$ cat src/adc_fmt_cfg.svh
// Purpose: constants for the sample word formatter
// Assumes: single core_clk domain at 50 MHz
// Notes: codes are offset binary before format conversion
`ifndef ADC_FMT_CFG_SVH
`define ADC_FMT_CFG_SVH
`define WORD_BITS 12
`define PIPE_LATENCY 11
`define FIFO_DEPTH 8
`define CODE_POS_FS 12'hfff
`define CODE_NEG_FS 12'h000
`define MSB_FLIP 12'h800
`endif

$ cat src/adc_fmt_pkg.sv
// Purpose: types for the sample word formatter
// Assumes: nothing beyond the cfg header
// Notes: one-hot state codes written out
package adc_fmt_pkg;
	typedef enum logic [1:0] {
		phase_first_type_val = 2'b01,
		phase_second_type_val = 2'b10
	} phase_type;
	typedef logic [11:0] word_type;
endpackage

$ cat src/sample_fifo.sv
// Purpose: small synchronous fifo carrying word plus range flag
// Assumes: one clock, synchronous active-high reset
// Notes: depth must be a power of two
`timescale 1ns/1ps
`default_nettype none
module sample_fifo #(
	parameter int WIDTH = 13,
	parameter int DEPTH = 8
) (
	// clock and reset
	input wire logic core_clk,
	input wire logic rst,
	// fill side
	input wire logic in_valid,
	output logic in_ready,
	input wire logic [WIDTH-1:0] in_data,
	// drain side
	output logic out_valid,
	input wire logic out_ready,
	output logic [WIDTH-1:0] out_data
);
	localparam int AW = $clog2(DEPTH);
	logic [WIDTH-1:0] mem [DEPTH];
	logic [AW:0] wr_ptr;
	logic [AW:0] rd_ptr;
	wire do_wr = in_valid && in_ready;
	wire do_rd = out_valid && out_ready;
	wire full = (wr_ptr[AW] != rd_ptr[AW]) && (wr_ptr[AW-1:0] == rd_ptr[AW-1:0]);
	assign in_ready = !full;
	assign out_valid = wr_ptr != rd_ptr;
	assign out_data = mem[rd_ptr[AW-1:0]];
	always_ff @(posedge core_clk) begin
		if (do_wr)
			mem[wr_ptr[AW-1:0]] <= in_data;
	end
	always_ff @(posedge core_clk) begin
		if (rst) begin
			wr_ptr <= '0;
			rd_ptr <= '0;
		end else begin
			if (do_wr)
				wr_ptr <= wr_ptr + 1'b1;
			if (do_rd)
				rd_ptr <= rd_ptr + 1'b1;
		end
	end
endmodule
`default_nettype wire

$ cat src/latency_pipe.sv
// Purpose: fixed-length delay line for word plus flag
// Assumes: advances on every core_clk edge
// Notes: length set by caller
`timescale 1ns/1ps
`default_nettype none
module latency_pipe #(
	parameter int WIDTH = 14,
	parameter int STAGES = 11
) (
	// clock and reset
	input wire logic core_clk,
	input wire logic rst,
	// stream
	input wire logic [WIDTH-1:0] din,
	output logic [WIDTH-1:0] dout
);
	logic [WIDTH-1:0] stage [STAGES];
	always_ff @(posedge core_clk) begin
		if (rst)
			stage[0] <= '0;
		else
			stage[0] <= din;
	end
	genvar g;
	generate
		for (g = 1; g < STAGES; g++) begin : g_stage
			always_ff @(posedge core_clk) begin
				if (rst)
					stage[g] <= '0;
				else
					stage[g] <= stage[g-1];
			end
		end
	endgenerate
	assign dout = stage[STAGES-1];
endmodule
`default_nettype wire

$ cat src/adc_output_word_formatter.sv
// Purpose: digital output side of a 12-bit pipelined converter
// Assumes: core_clk is the sample clock; sample_valid marks its sampling edge
// Notes: raw samples arrive as offset binary with over/under flags
// Behaviour
// - sample taken on rising true clock edge
// - word valid at next data clock rise; at full rate back-to-back words get no rise between them
// - result appears eleven cycles after sampling; half rate gives twelve when the word waits a cycle for its slot
// - select low divides clock by two
// - pulldown default selects divide by two
// - format low two's complement, high offset
// - format pulldown default gives two's complement
// - one 12-bit word, bit 11 msb
// - range flag true high, comp low
// - exact positive full scale, flag clear
// - exact negative full scale, flag clear
// - above full scale saturates positive, flagged
// - below full scale saturates negative, flagged
`timescale 1ns/1ps
`include "adc_fmt_cfg.svh"
`default_nettype none
module adc_output_word_formatter (
	// clock and reset
	input wire logic core_clk,
	input wire logic rst,
	// straps, already resolved to their pulled-down level when open
	input wire logic half_rate_select,
	input wire logic format_select,
	// raw conversion result from the analog pipeline
	input wire logic sample_valid,
	input wire logic [11:0] raw_code,
	input wire logic above_full_scale,
	input wire logic below_full_scale,
	// parallel output
	output logic [11:0] sample_word_pairs,
	output logic over_range_true,
	output logic over_range_comp,
	output logic data_clock_out_true,
	output logic data_clock_out_comp,
	// back-pressure seen by the sampler
	output logic sample_ready
);
	localparam int PW = `WORD_BITS + 1;

	adc_fmt_pkg::phase_type phase;
	adc_fmt_pkg::phase_type next_phase;
	logic [PW:0] pipe_in;
	logic [PW:0] pipe_out;
	logic fifo_valid;
	logic fifo_ready;
	logic [PW-1:0] fifo_data;

	// saturation on range flags; offset binary is the internal form
	function automatic logic [11:0] saturate(input logic [11:0] code, input logic hi,
			input logic lo);
		if (hi)
			saturate = `CODE_POS_FS;
		else if (lo)
			saturate = `CODE_NEG_FS;
		else
			saturate = code;
	endfunction

	// offset binary to two's complement is an msb flip
	function automatic logic [11:0] to_format(input logic [11:0] code, input logic ob);
		to_format = ob ? code : (code ^ `MSB_FLIP);
	endfunction

	wire [11:0] sat_code = saturate(raw_code, above_full_scale, below_full_scale);
	wire out_of_range = above_full_scale || below_full_scale;
	// sampling happens on this rising edge, marked by sample_valid
	wire take = sample_valid && sample_ready;

	// word and flag share one delay line
	assign pipe_in = {take, out_of_range, sat_code};

	// select low: update every other cycle; high: every cycle
	wire half_rate = !half_rate_select;
	wire slot = !half_rate || (phase == adc_fmt_pkg::phase_first_type_val);
	wire drain = slot && fifo_valid;
	// half rate refuses the cycle after a take, so input never outruns the word slots
	wire next_ready = fifo_ready && !(half_rate && take);
	latency_pipe #(
		.WIDTH(PW + 1),
		.STAGES(`PIPE_LATENCY - 1)
	) u_pipe (
		.core_clk(core_clk),
		.rst(rst),
		.din(pipe_in),
		.dout(pipe_out)
	);

	// fifo absorbs words while the half-rate output waits for its slot
	sample_fifo #(
		.WIDTH(PW),
		.DEPTH(`FIFO_DEPTH)
	) u_fifo (
		.core_clk(core_clk),
		.rst(rst),
		.in_valid(pipe_out[PW]),
		.in_ready(fifo_ready),
		.in_data(pipe_out[PW-1:0]),
		.out_valid(fifo_valid),
		.out_ready(drain),
		.out_data(fifo_data)
	);

	always_comb begin
		case (phase)
			adc_fmt_pkg::phase_first_type_val: next_phase = half_rate ?
				adc_fmt_pkg::phase_second_type_val : adc_fmt_pkg::phase_first_type_val;
			adc_fmt_pkg::phase_second_type_val: next_phase = adc_fmt_pkg::phase_first_type_val;
			default: next_phase = adc_fmt_pkg::phase_first_type_val;
		endcase
	end

	always_ff @(posedge core_clk) begin
		if (rst) begin
			phase <= adc_fmt_pkg::phase_first_type_val;
			sample_ready <= 1'b0;
		end else begin
			phase <= next_phase;
			sample_ready <= next_ready;
		end
	end

	// word launched with data clock low, clock rises a cycle later unless the next cycle drains another word
	always_ff @(posedge core_clk) begin
		if (rst) begin
			sample_word_pairs <= '0;
			over_range_true <= 1'b0;
			over_range_comp <= 1'b1;
			data_clock_out_true <= 1'b0;
			data_clock_out_comp <= 1'b1;
		end else begin
			if (drain) begin
				sample_word_pairs <= to_format(fifo_data[11:0], format_select);
				over_range_true <= fifo_data[12];
				over_range_comp <= !fifo_data[12];
			end
			// data clock low in each cycle that drains a word, high otherwise
			data_clock_out_true <= drain ? 1'b0 : 1'b1;
			data_clock_out_comp <= drain ? 1'b1 : 1'b0;
		end
	end
endmodule
`default_nettype wire

$ cat config.mk
export PLATFORM = sky130hd
export DESIGN_NAME = adc_output_word_formatter
export DESIGN_NICKNAME = d
export VERILOG_FILES = /design/src/adc_fmt_pkg.sv /design/src/sample_fifo.sv /design/src/latency_pipe.sv /design/src/adc_output_word_formatter.sv
export VERILOG_INCLUDE_DIRS = /design/src /design/src/src
export SDC_FILE = /design/constraint.sdc
export NUM_CORES = 1
export LEC_CHECK = 0
export ABC_AREA = 0
export BUFFER_PORTS_ARGS = -buffer_cell sky130_fd_sc_hd__buf_2
export CORE_UTILIZATION = 55
export CTS_CLUSTER_DIAMETER = 120
export DETAILED_ROUTE_END_ITERATION = 7
export HOLD_SLACK_MARGIN = 0.06
export PLACE_DENSITY = 0.72
export SYNTH_ARGS = -nofsm -noshare
export SYNTH_HDL_FRONTEND = slang
export SYNTH_SLANG_ARGS = --single-unit
export TNS_END_PERCENT = 100
$ cat constraint.sdc
create_clock -name core_clk -period 3 [get_ports core_clk]
set_input_delay 0.45 -clock core_clk [delete_from_list [all_inputs] [get_ports core_clk]]
set_output_delay 0.45 -clock core_clk [all_outputs]
set_load 0.01 [all_outputs]
**After elaboration in Yosys (flattened, before gate mapping)**

Memory sizes are Yosys's and may differ from the RTL's. A register that Yosys moved wholly into a read port is not among the register bits.
Cells that the tools add are included.
W data, S select, Z words.

- Add/subtract/negate cells: 2
- Eq/ne operators: 4
- Mux-type cells: 23
- Bitwise operators: 12
- Reduce and logical (&&, ||, !) cells: 14

Operator list:

| kind | count |
|---|---|
| $mux W14 | 10 |
| $mux W12 | 3 |
| $or A1 B1 Y1 | 10 |
| $add A4 B1 Y4 const B | 2 |
| $logic_and A1 B1 Y1 | 7 |
| $mux W1 | 7 |
| $mux W3 | 2 |
| $logic_not A1 Y1 | 4 |
| $ne A4 B4 Y1 | 1 |
| $eq A3 B3 Y1 | 1 |
| $eq A2 B1 Y1 const B | 1 |
| $logic_or A1 B1 Y1 | 2 |
| $mux W2 | 1 |
| $not A1 Y1 | 2 |
| $reduce_or A2 Y1 | 1 |
| $ne A1 B1 Y1 | 1 |

- Register bits after elaboration: 27
- Bits in writable memories: 244
- Output and inout bits: 17
- Memories kept: 2

Memory list:

| memory | words | width | read ports | clocked after Yosys merged registers in | write ports | RTL line | source |
|---|---|---|---|---|---|---|---|
| u_pipe.stage | 10 | 14 | 10 | 0 | 10 | latency_pipe.sv:17 | `logic [WIDTH-1:0] stage [STAGES];` |
| u_fifo.mem | 8 | 13 | 1 | 1 | 1 | sample_fifo.sv:23 | `logic [WIDTH-1:0] mem [DEPTH];` |

**Depth between registers and ports, before layout**

Gate-level depths: netlist (run 1).

- Depth in word-level cells: 6
- Gate-level depth with buffers: 6
- Depth with buffers taken out: 4

**Cells and area by module**

A second synthesis (run 1) with hierarchy kept.

- Cells, all modules: 634
- Area, all modules: 9394.0 um^2

Modules (own cells, without submodules):

| module | times used | cells each | area each (um^2) | sequential area each (um^2) |
|---|---|---|---|---|
| sample_fifo | 1 | 234 | 4690.7 | 3343.2 |
| latency_pipe | 1 | 309 | 3861.2 | 2802.7 |
| adc_output_word_formatter | 1 | 91 | 842.1 | 380.4 |

**Least setup slack after synthesis (run 1)**

OpenSTA, ideal clock, no wires.

- Path kind: register to register
- Start: register u_fifo.wr_ptr[1]
- End: memory u_fifo.mem[1][0] (enable)
- Library setup time: 0.400 ns
- Arrival: 2.143 ns
- Slack: 0.458 ns
- Stages on the path, launching flop included: 6
- Buffers on the path: 1
- Period minus slack after synthesis: 2.542 ns
- Cell sequence: dfxtp_1 > buf_2 > xor2_1 > o41ai_4 > or2_2 > nor3_1

- Cells in the longest elaborated chain, start to end: 6

RTL lines:

| what | RTL line | source |
|---|---|---|
| start, declared | sample_fifo.sv:24 | `logic [AW:0] wr_ptr;` |
| start signal, assigned | sample_fifo.sv:42 | `wr_ptr <= wr_ptr + 1'b1;` |
| $eq A3 B3 Y1 | sample_fifo.sv:28 | `wire full = (wr_ptr[AW] != rd_ptr[AW]) && (wr_ptr[AW-1:0] == rd_ptr[AW-1:0]);` |
| $logic_and A1 B1 Y1 | sample_fifo.sv:28 |  |
| $logic_not A1 Y1 | sample_fifo.sv:29 | `assign in_ready = !full;` |
| $logic_and A1 B1 Y1 | sample_fifo.sv:26 | `wire do_wr = in_valid && in_ready;` |
| $mux W1 | sample_fifo.sv:33 | `if (do_wr)` |
| $mux W1 (not written as such) | sample_fifo.sv:34 | `mem[wr_ptr[AW-1:0]] <= in_data;` |
| end, declared | sample_fifo.sv:23 |  |

Several ways; a longest one is shown, not always the timed one.

==> results of run 1 <==
==> placed cells by master (no fill, tap or decap), drive strengths merged, types with 4 or more instances in the layout <==
cell	Yosys	routed
dfxtp	170	170
nor2b	130	130
edfxtp	104	104
buf	15	49
clkbuf	20	36
a21oi	31	31
nor2	27	27
mux4	26	26
mux2i	13	13
a211oi	12	12
nor3	8	8
nand2b	6	6
clkinv	0	6
xnor2	5	5
inv	4	5
mux2	5	5
nand2	4	4
==> logic make-up (layout without fill, tap and decap cells) <==
kind of cell | Yosys count | after routing | synth area share [%]
adder cells (fa/ha/maj) | 2 | 2 | 0.279
AO/OA/AOI/OAI | 48 | 48 | 3.37
flip-flops | 274 | 274 | 72.9
buffers and inverters | 39 | 98 | 2.00
multiplexers | 44 | 44 | 8.66
AND/OR/NAND/NOR | 184 | 184 | 12.0
XOR/XNOR | 8 | 8 | 0.783
==> flip-flops by register name, summed over array words and instances (netlist names), named ones only <==
signal,count
u_pipe.stage,140
u_fifo.mem,104
sample_word_pairs,12
u_fifo.rd_ptr,4
u_fifo.wr_ptr,4
phase,2
data_clock_out_comp,1
data_clock_out_true,1
over_range_comp,1
over_range_true,1
sample_ready,1
==> Yosys cell counts <==
master      n
dfxtp_1   170
nor2b_1   130
edfxtp_1  104
a21oi_1    31
mux4_2     26
nor2_1     26
clkbuf_1   20
mux2i_1    13
a211oi_1   11
nand2b_1    6
nor3_1      6
buf_1       5
buf_2       5
xnor2_1     5
inv_1       4
mux2_2      4
nand2_1     4
buf_4       3
nand3_1     3
o21ai_0     3
xor2_1      3
buf_6       2
ha_1        2
nor3_2      2
or3_1       2
a211o_1     1
a211oi_2    1
and4_2      1
mux2_4      1
nand4_1     1
nor2_2      1
nor4_1      1
o41ai_4     1
or2_2       1
==> worst register-to-register path, stage by stage (launching register included) <==
cell and delay (ns):
dfxtp_1 0.79, buf_4 0.33, mux4_2 0.52, mux2i_1 0.17, a211oi_1 0.10
==> area by class of cell <==
cell class / instances / share of cell area, %
Sequential cell: 274 / 64.4
Multi-Input combinational cell: 286 / 22.2
Clock buffer: 36 / 6.98
Timing Repair Buffer: 49 / 2.91
Tap cell: 216 / 2.67
Clock inverter: 9 / 0.704
Inverter: 4 / 0.148
==> layer usage <==
metal | GRT usage (%) | up-vias | wire [um] | part of all wire, %
li1 | - | 2153 | - | -
met1 | 19.0 | 2097 | 5440 | 42
met2 | 29.9 | 78 | 6720 | 52
met3 | 3.10 | 29 | 533 | 4.1
met4 | 4.51 | 0 | 276 | 2.1
met5 | 0 | - | 0 | 0
==> final timing paths <==
check / to / slack [ns] / depth (start not counted)
worst min register to register: u_pipe.stage[4][17]$_SDFF_PP0_ / 0.43 / 1
worst min-delay path: phase[1]$_SDFF_PP0_ / 0.18 / 2
worst max register to register: sample_word_pairs[8]$_SDFFE_PP0P_ / 0.95 / 4
worst max-delay path: sample_word_pairs[8]$_SDFFE_PP0P_ / 0.95 / 4
==> power by group through the flow <==
stage	combinational (W)	sequential (W)	clock, W
2_1_floorplan	0.000117	0.00397	0
3_3_place_gp	0.000155	0.00397	0
3_5_place_dp	0.000161	0.00397	0
4_1_cts	0.000161	0.00389	0.00301
5_1_grt	0.000176	0.00390	0.00316
6_report	0.000157	0.00389	0.00295
==> through the flow <==
stage	hold slack, ns	cell area [um2]	setup slack, ns
detailed placement	0.420	9360	0.890
floorplan	0.414	8950	0.458
global route	0.186	10100	0.812
global placement	0.416	9360	0.957
finish	0.179	10100	0.946
CTS	0.166	10100	0.887
==> impl_metrics.tcl, run 1 <==
set metrics [dict create \
    die_area_um2 16800 \
    wl_per_cell_um 14.8 \
    rows 46 \
    end_kind "register" \
    hold_viol 0 \
    worst-path-max-fanout 12 \
    post_cts_buffers 0 \
    start_util_pct 56.4 \
    dr.pass1.iters 4 \
    worst-endpoint-required_ns 3.35 \
    slew_viol_final 0 \
    viasPerCell 4.99 \
    finalSetupViolations 0 \
    cts_tree "yes" \
    place_inst 829 \
    synth.distinct_cells 34 \
    syn_area_per_cell_um2 14.9 \
    slowest_delay_ns 0.79 \
    grt_pass1_vias 4435 \
    max_cap_viol_count 0 \
    place.port_buffers 35 \
    power_frac_comb_pct 2.2 \
    powerDensity_nw_per_um2 691 \
    cpLargestDelayFamily "flip-flops" \
    antenna_found_initial 0 \
    antenna_left 0 \
    dp_hpwl_mm 7.93 \
    final_util_pct 63.8 \
    tightest_slew_ns 0.841 \
    io_pins 36 \
    status "finished clean" \
    clk_latency_ns 0.50 \
    hp-start "half_rate_select" \
    drc 0 \
    finalNonFillerCells 874 \
    synth_seq_cells 274 \
    leakagePower_nw 3.51 \
    holdBufCountCts 0 \
    hold_class "in -> reg" \
    ir_worst_vdd_uv 502 \
    power.switching_w 0.00133 \
    rsz0062_at_grt "no" \
    synth_top_area_cell "dfxtp_1" \
    clk_path_buf_depth 3 \
    fin_nets 661 \
    path_cells "buf_4, mux4_2, mux2i_1, a211oi_1" \
    seq_power_share_pct 55.6 \
    clock_sinks 274 \
    fin_worst_skew_ns 0.0131 \
    critPathKind "reg -> reg" \
    path_clk_slew_ns 0.06 \
    fmax_mhz 487 \
    synth_area_leaders "dfxtp_1 38%, edfxtp_1 35%, nor2b_1 9.1%" \
    numCtsBuffers 25 \
    vias 4357 \
    syn_inst 599 \
    setup_tns_ns 0 \
    p_sw_share_pct 19.0 \
    power_w 0.00700 \
    n_fill_cell 1198 \
    startpoint_type "register" \
    min_period_over_period_pct 68.5 \
    overflow 0 \
    synth.cell_area_um2 8950 \
    regArea_um2 6530 \
    p_clk_share_pct 42.1 \
    synth_top_area_share_pct 38.0 \
    drt-total-wl_mm 13.0 \
    gp_congestion 0.734 \
    cts_resized 0 \
    grt_max_degree 81 \
    cts-root-buf "clkbuf_16" \
    crit_path_top_delay_cell "dfxtp_1" \
    multi_input_area_um2 2250 \
    drive_gt1_share_pct 18.7 \
    arrival_ns 2.40 \
    final.min_clock_period_ns 2.05 \
    syn-num-nets 620 \
    die_w_um 130 \
    max_slew_margin_pct 43.9 \
    cp_num_buf_inv 1 \
    area_growth_pct 13.2 \
    coreArea_um2 15900 \
    ys_warn_count 0 \
    p_int_w 0.00567 \
    synth_seq_area_share_pct 72.9 \
    htree_num_levels 1 \
    antenna_cells 0 \
    chipHeight_um 130 \
    grt_pass1_wl_mm 20.9 \
    groute.usage.overall_pct 16.1 \
    detail_route.iter0.violations 177 \
]
Power figures use the tool's default switching activity.
==> run 2, diff against run 1 <==
Settings changed: ABC_AREA 0 to 1, CORE_UTILIZATION 55 to 54, PLACE_DENSITY 0.72 to 0.74.
Clock period 3 ns to 1.85 ns, I/O delays scaled along.
==> run 2 against run 1 <==
  * Via count increased by 34%
  * Critical endpoint is now u_fifo.mem[2][9]$_DFFE_PP_
  * Sequential power increased by 66%
  * First-iteration DRC count up 110%
  * Highest routed layer unchanged
  * Count of clock-buffer cells in the layout is 1 higher
==> impl_metrics.tcl, run 2 <==
set metrics [dict create \
    groute.usage.overall_pct 19.1 \
    finalNonFillerCells 1236 \
    drc 0 \
    syn_area_per_cell_um2 9.97 \
    tightest_slew_ns 0.629 \
    synth_top_area_share_pct 36.6 \
    whs_ns 0.188 \
    fin_worst_skew_ns 0.0107 \
    hold_class "in -> reg" \
    fmax_mhz 585 \
    post-synth-top-count-cell "nor2_1" \
    area_growth_pct 16.1 \
    dr.pass1.iters 5 \
    end_kind "register" \
    drt-total-wl_mm 16.1 \
    synth.cell_area_um2 9300 \
    finalSetupViolations 0 \
    detail_route.iter0.violations 367 \
    synthArstFlopShare_pct 0 \
    holdPathStages 4 \
    rows 47 \
    wl_per_cell_um 13.0 \
    synth_top_area_cell "dfxtp_1" \
    leakagePower_nw 4.31 \
    start_util_pct 55.7 \
    powerDensity_nw_per_um2 1200 \
    grt_pass1_vias 5631 \
    synth_seq_area_share_pct 70.2 \
    reg2reg_slack_ns 0.14 \
    final.min_clock_period_ns 1.71 \
    met1_length_mm 7.02 \
    top_layer_used "met4" \
    critPathKind "reg -> reg" \
    die_area_um2 17700 \
    coreArea_um2 16700 \
    overflow 0 \
    synth_flop_cell "dfxtp_1" \
    largest_register_ff_count 140 \
    rsz0062_at_grt "no" \
    syn_inst 933 \
    dp_hpwl_mm 9.55 \
    place.port_buffers 35 \
    die_w_um 133 \
    synthTopCellsByCount "212 x nor2_1, 170 x dfxtp_1, 150 x inv_1, 123 x nand2_1, 104 x edfxtp_1" \
    syn-num-nets 954 \
    htree_num_levels 1 \
    hold_viol 0 \
    synth_area_leaders "dfxtp_1 37%, edfxtp_1 34%, nor2_1 8.6%" \
    cts_tree "yes" \
    slew_viol_final 0 \
    ys_warn_count 0 \
    grt_pass1_wl_mm 26.7 \
    io_pins 36 \
    antenna_left 0 \
    synth.distinct_cells 28 \
    grt_max_degree 116 \
    antenna_cells 0 \
    worst-path-max-fanout 13 \
    post_cts_buffers 0 \
    max_slew_margin_pct 58.0 \
    vias 5855 \
    final_cell_mix "212 x nor2_1, 170 x dfxtp_1, 150 x inv_1, 123 x nand2_1, 104 x edfxtp_1" \
    gp_congestion 0.795 \
    viasPerCell 4.74 \
    reg2reg_depth 10 \
    largest_register "u_pipe.stage" \
    wl_met2_mm 7.63 \
    wl_met3_um 853 \
    synth_seq_cells 274 \
    place_inst 1171 \
    min_period_over_period_pct 92.3 \
    ir_worst_vdd_uv 747 \
    status "finished clean" \
    worst-endpoint-required_ns 2.12 \
    path_clk_slew_ns 0.06 \
    drive_gt1_share_pct 11.3 \
    clk_latency_ns 0.53 \
    clk_path_buf_depth 3 \
    cts-root-buf "clkbuf_16" \
    startpoint_type "register" \
    arrival_ns 1.98 \
    max_cap_viol_count 0 \
    clock_sinks 274 \
    numCtsBuffers 27 \
    antenna_found_initial 0 \
    layout_commonest_cell "nor2_1" \
    synth_edf_count 104 \
    fin_nets 1017 \
    chipHeight_um 133 \
]
run 2: changes by cell type in the layout (fill, tap and decap cells not counted), moves of 11 or more:
cell / previous run / this run
a211oi_1: 11 / 0
a21oi_1: 31 / 20
dlygate4sd3_1: 0 / 16
inv_1: 4 / 150
mux2i_1: 13 / 0
mux4_2: 26 / 0
nand2_1: 4 / 123
nand3_1: 3 / 17
nor2_1: 26 / 212
nor2b_1: 130 / 0
o21ai_0: 3 / 66
run 2: report_power, final:
group / total, W / internal [W] / switching [W]
clock: 0.00532 / 0.00311 / 0.00222
combinational: 0.00114 / 0.000392 / 0.000752
sequential: 0.00644 / 0.00637 / 0.0000701
run 2: logic make-up (layout without fill, tap and decap cells):
group	after synthesis	count (layout)	share of synthesized area (%)
and+or+nand+nor	365	365	15.8
DFF	274	274	70.2
buffers and inverters	194	277	8.29
AOI/OAI and AO/OA	94	94	5.09
xor gates and xnor gates	4	4	0.377
adders and majority gates	2	2	0.269
run 2: worst max-delay path: stages (launching register included):
cell and delay [ns]:
dfxtp_1 0.42, inv_1 0.08, nand2_1 0.06, nand2_1 0.08
nor2_4 0.13, nand3_2 0.10, nand2_1 0.10, inv_1 0.06
nand2_1 0.16, nor2_1 0.06, buf_4 0.19
run 2: area by class of cell:
cell class / instances / area, um2
Inverter: 155 / 592
Clock buffer: 37 / 743
Sequential cell: 274 / 6530
Multi-Input combinational cell: 465 / 2000
Fill cell: 1317 / 5900
Timing Repair Buffer: 73 / 528
Clock inverter: 12 / 133
Tap cell: 220 / 275
run 2: layer usage:
metal	up-vias	GRT usage, %
met5	-	0
met4	0	8.14
met3	44	3.54
met2	163	32.8
met1	2659	23.6
li1	2989	-
run 2: path summary, 6_finish.rpt:
kind	startpoint	end
max	u_fifo.wr_ptr[0]$_SDFFE_PP0P_	u_fifo.mem[2][9]$_DFFE_PP_
min	below_full_scale	u_pipe.stage[0][0]$_SDFF_PP0_
max reg2reg	u_fifo.wr_ptr[0]$_SDFFE_PP0P_	u_fifo.mem[2][9]$_DFFE_PP_
min reg2reg	u_pipe.stage[2][20]$_SDFF_PP0_	u_pipe.stage[3][6]$_SDFF_PP0_
run 2: metrics by stage:
step	instance area [um2]	worst slack, ns	total power (W)	utilization [%]	TNS [ns]
after floorplan	9300	-0.103	0.00737	-	-5.38
after global placement	9760	0.190	0.00766	58.4	0
after detailed placement	9760	0.179	0.00768	58.4	0
after CTS	10800	0.153	0.0130	64.6	0
after global routing	10800	0.00154	0.0134	64.7	0
final	10800	0.142	0.0129	64.7	0
run 2: what timing repair did:
action                                  in CTS  in global routing
resized for setup                            0                  2
hold buffers                                16                  0
hold endpoints to repair                    22                  0
endpoints found under the setup margin       0                  1
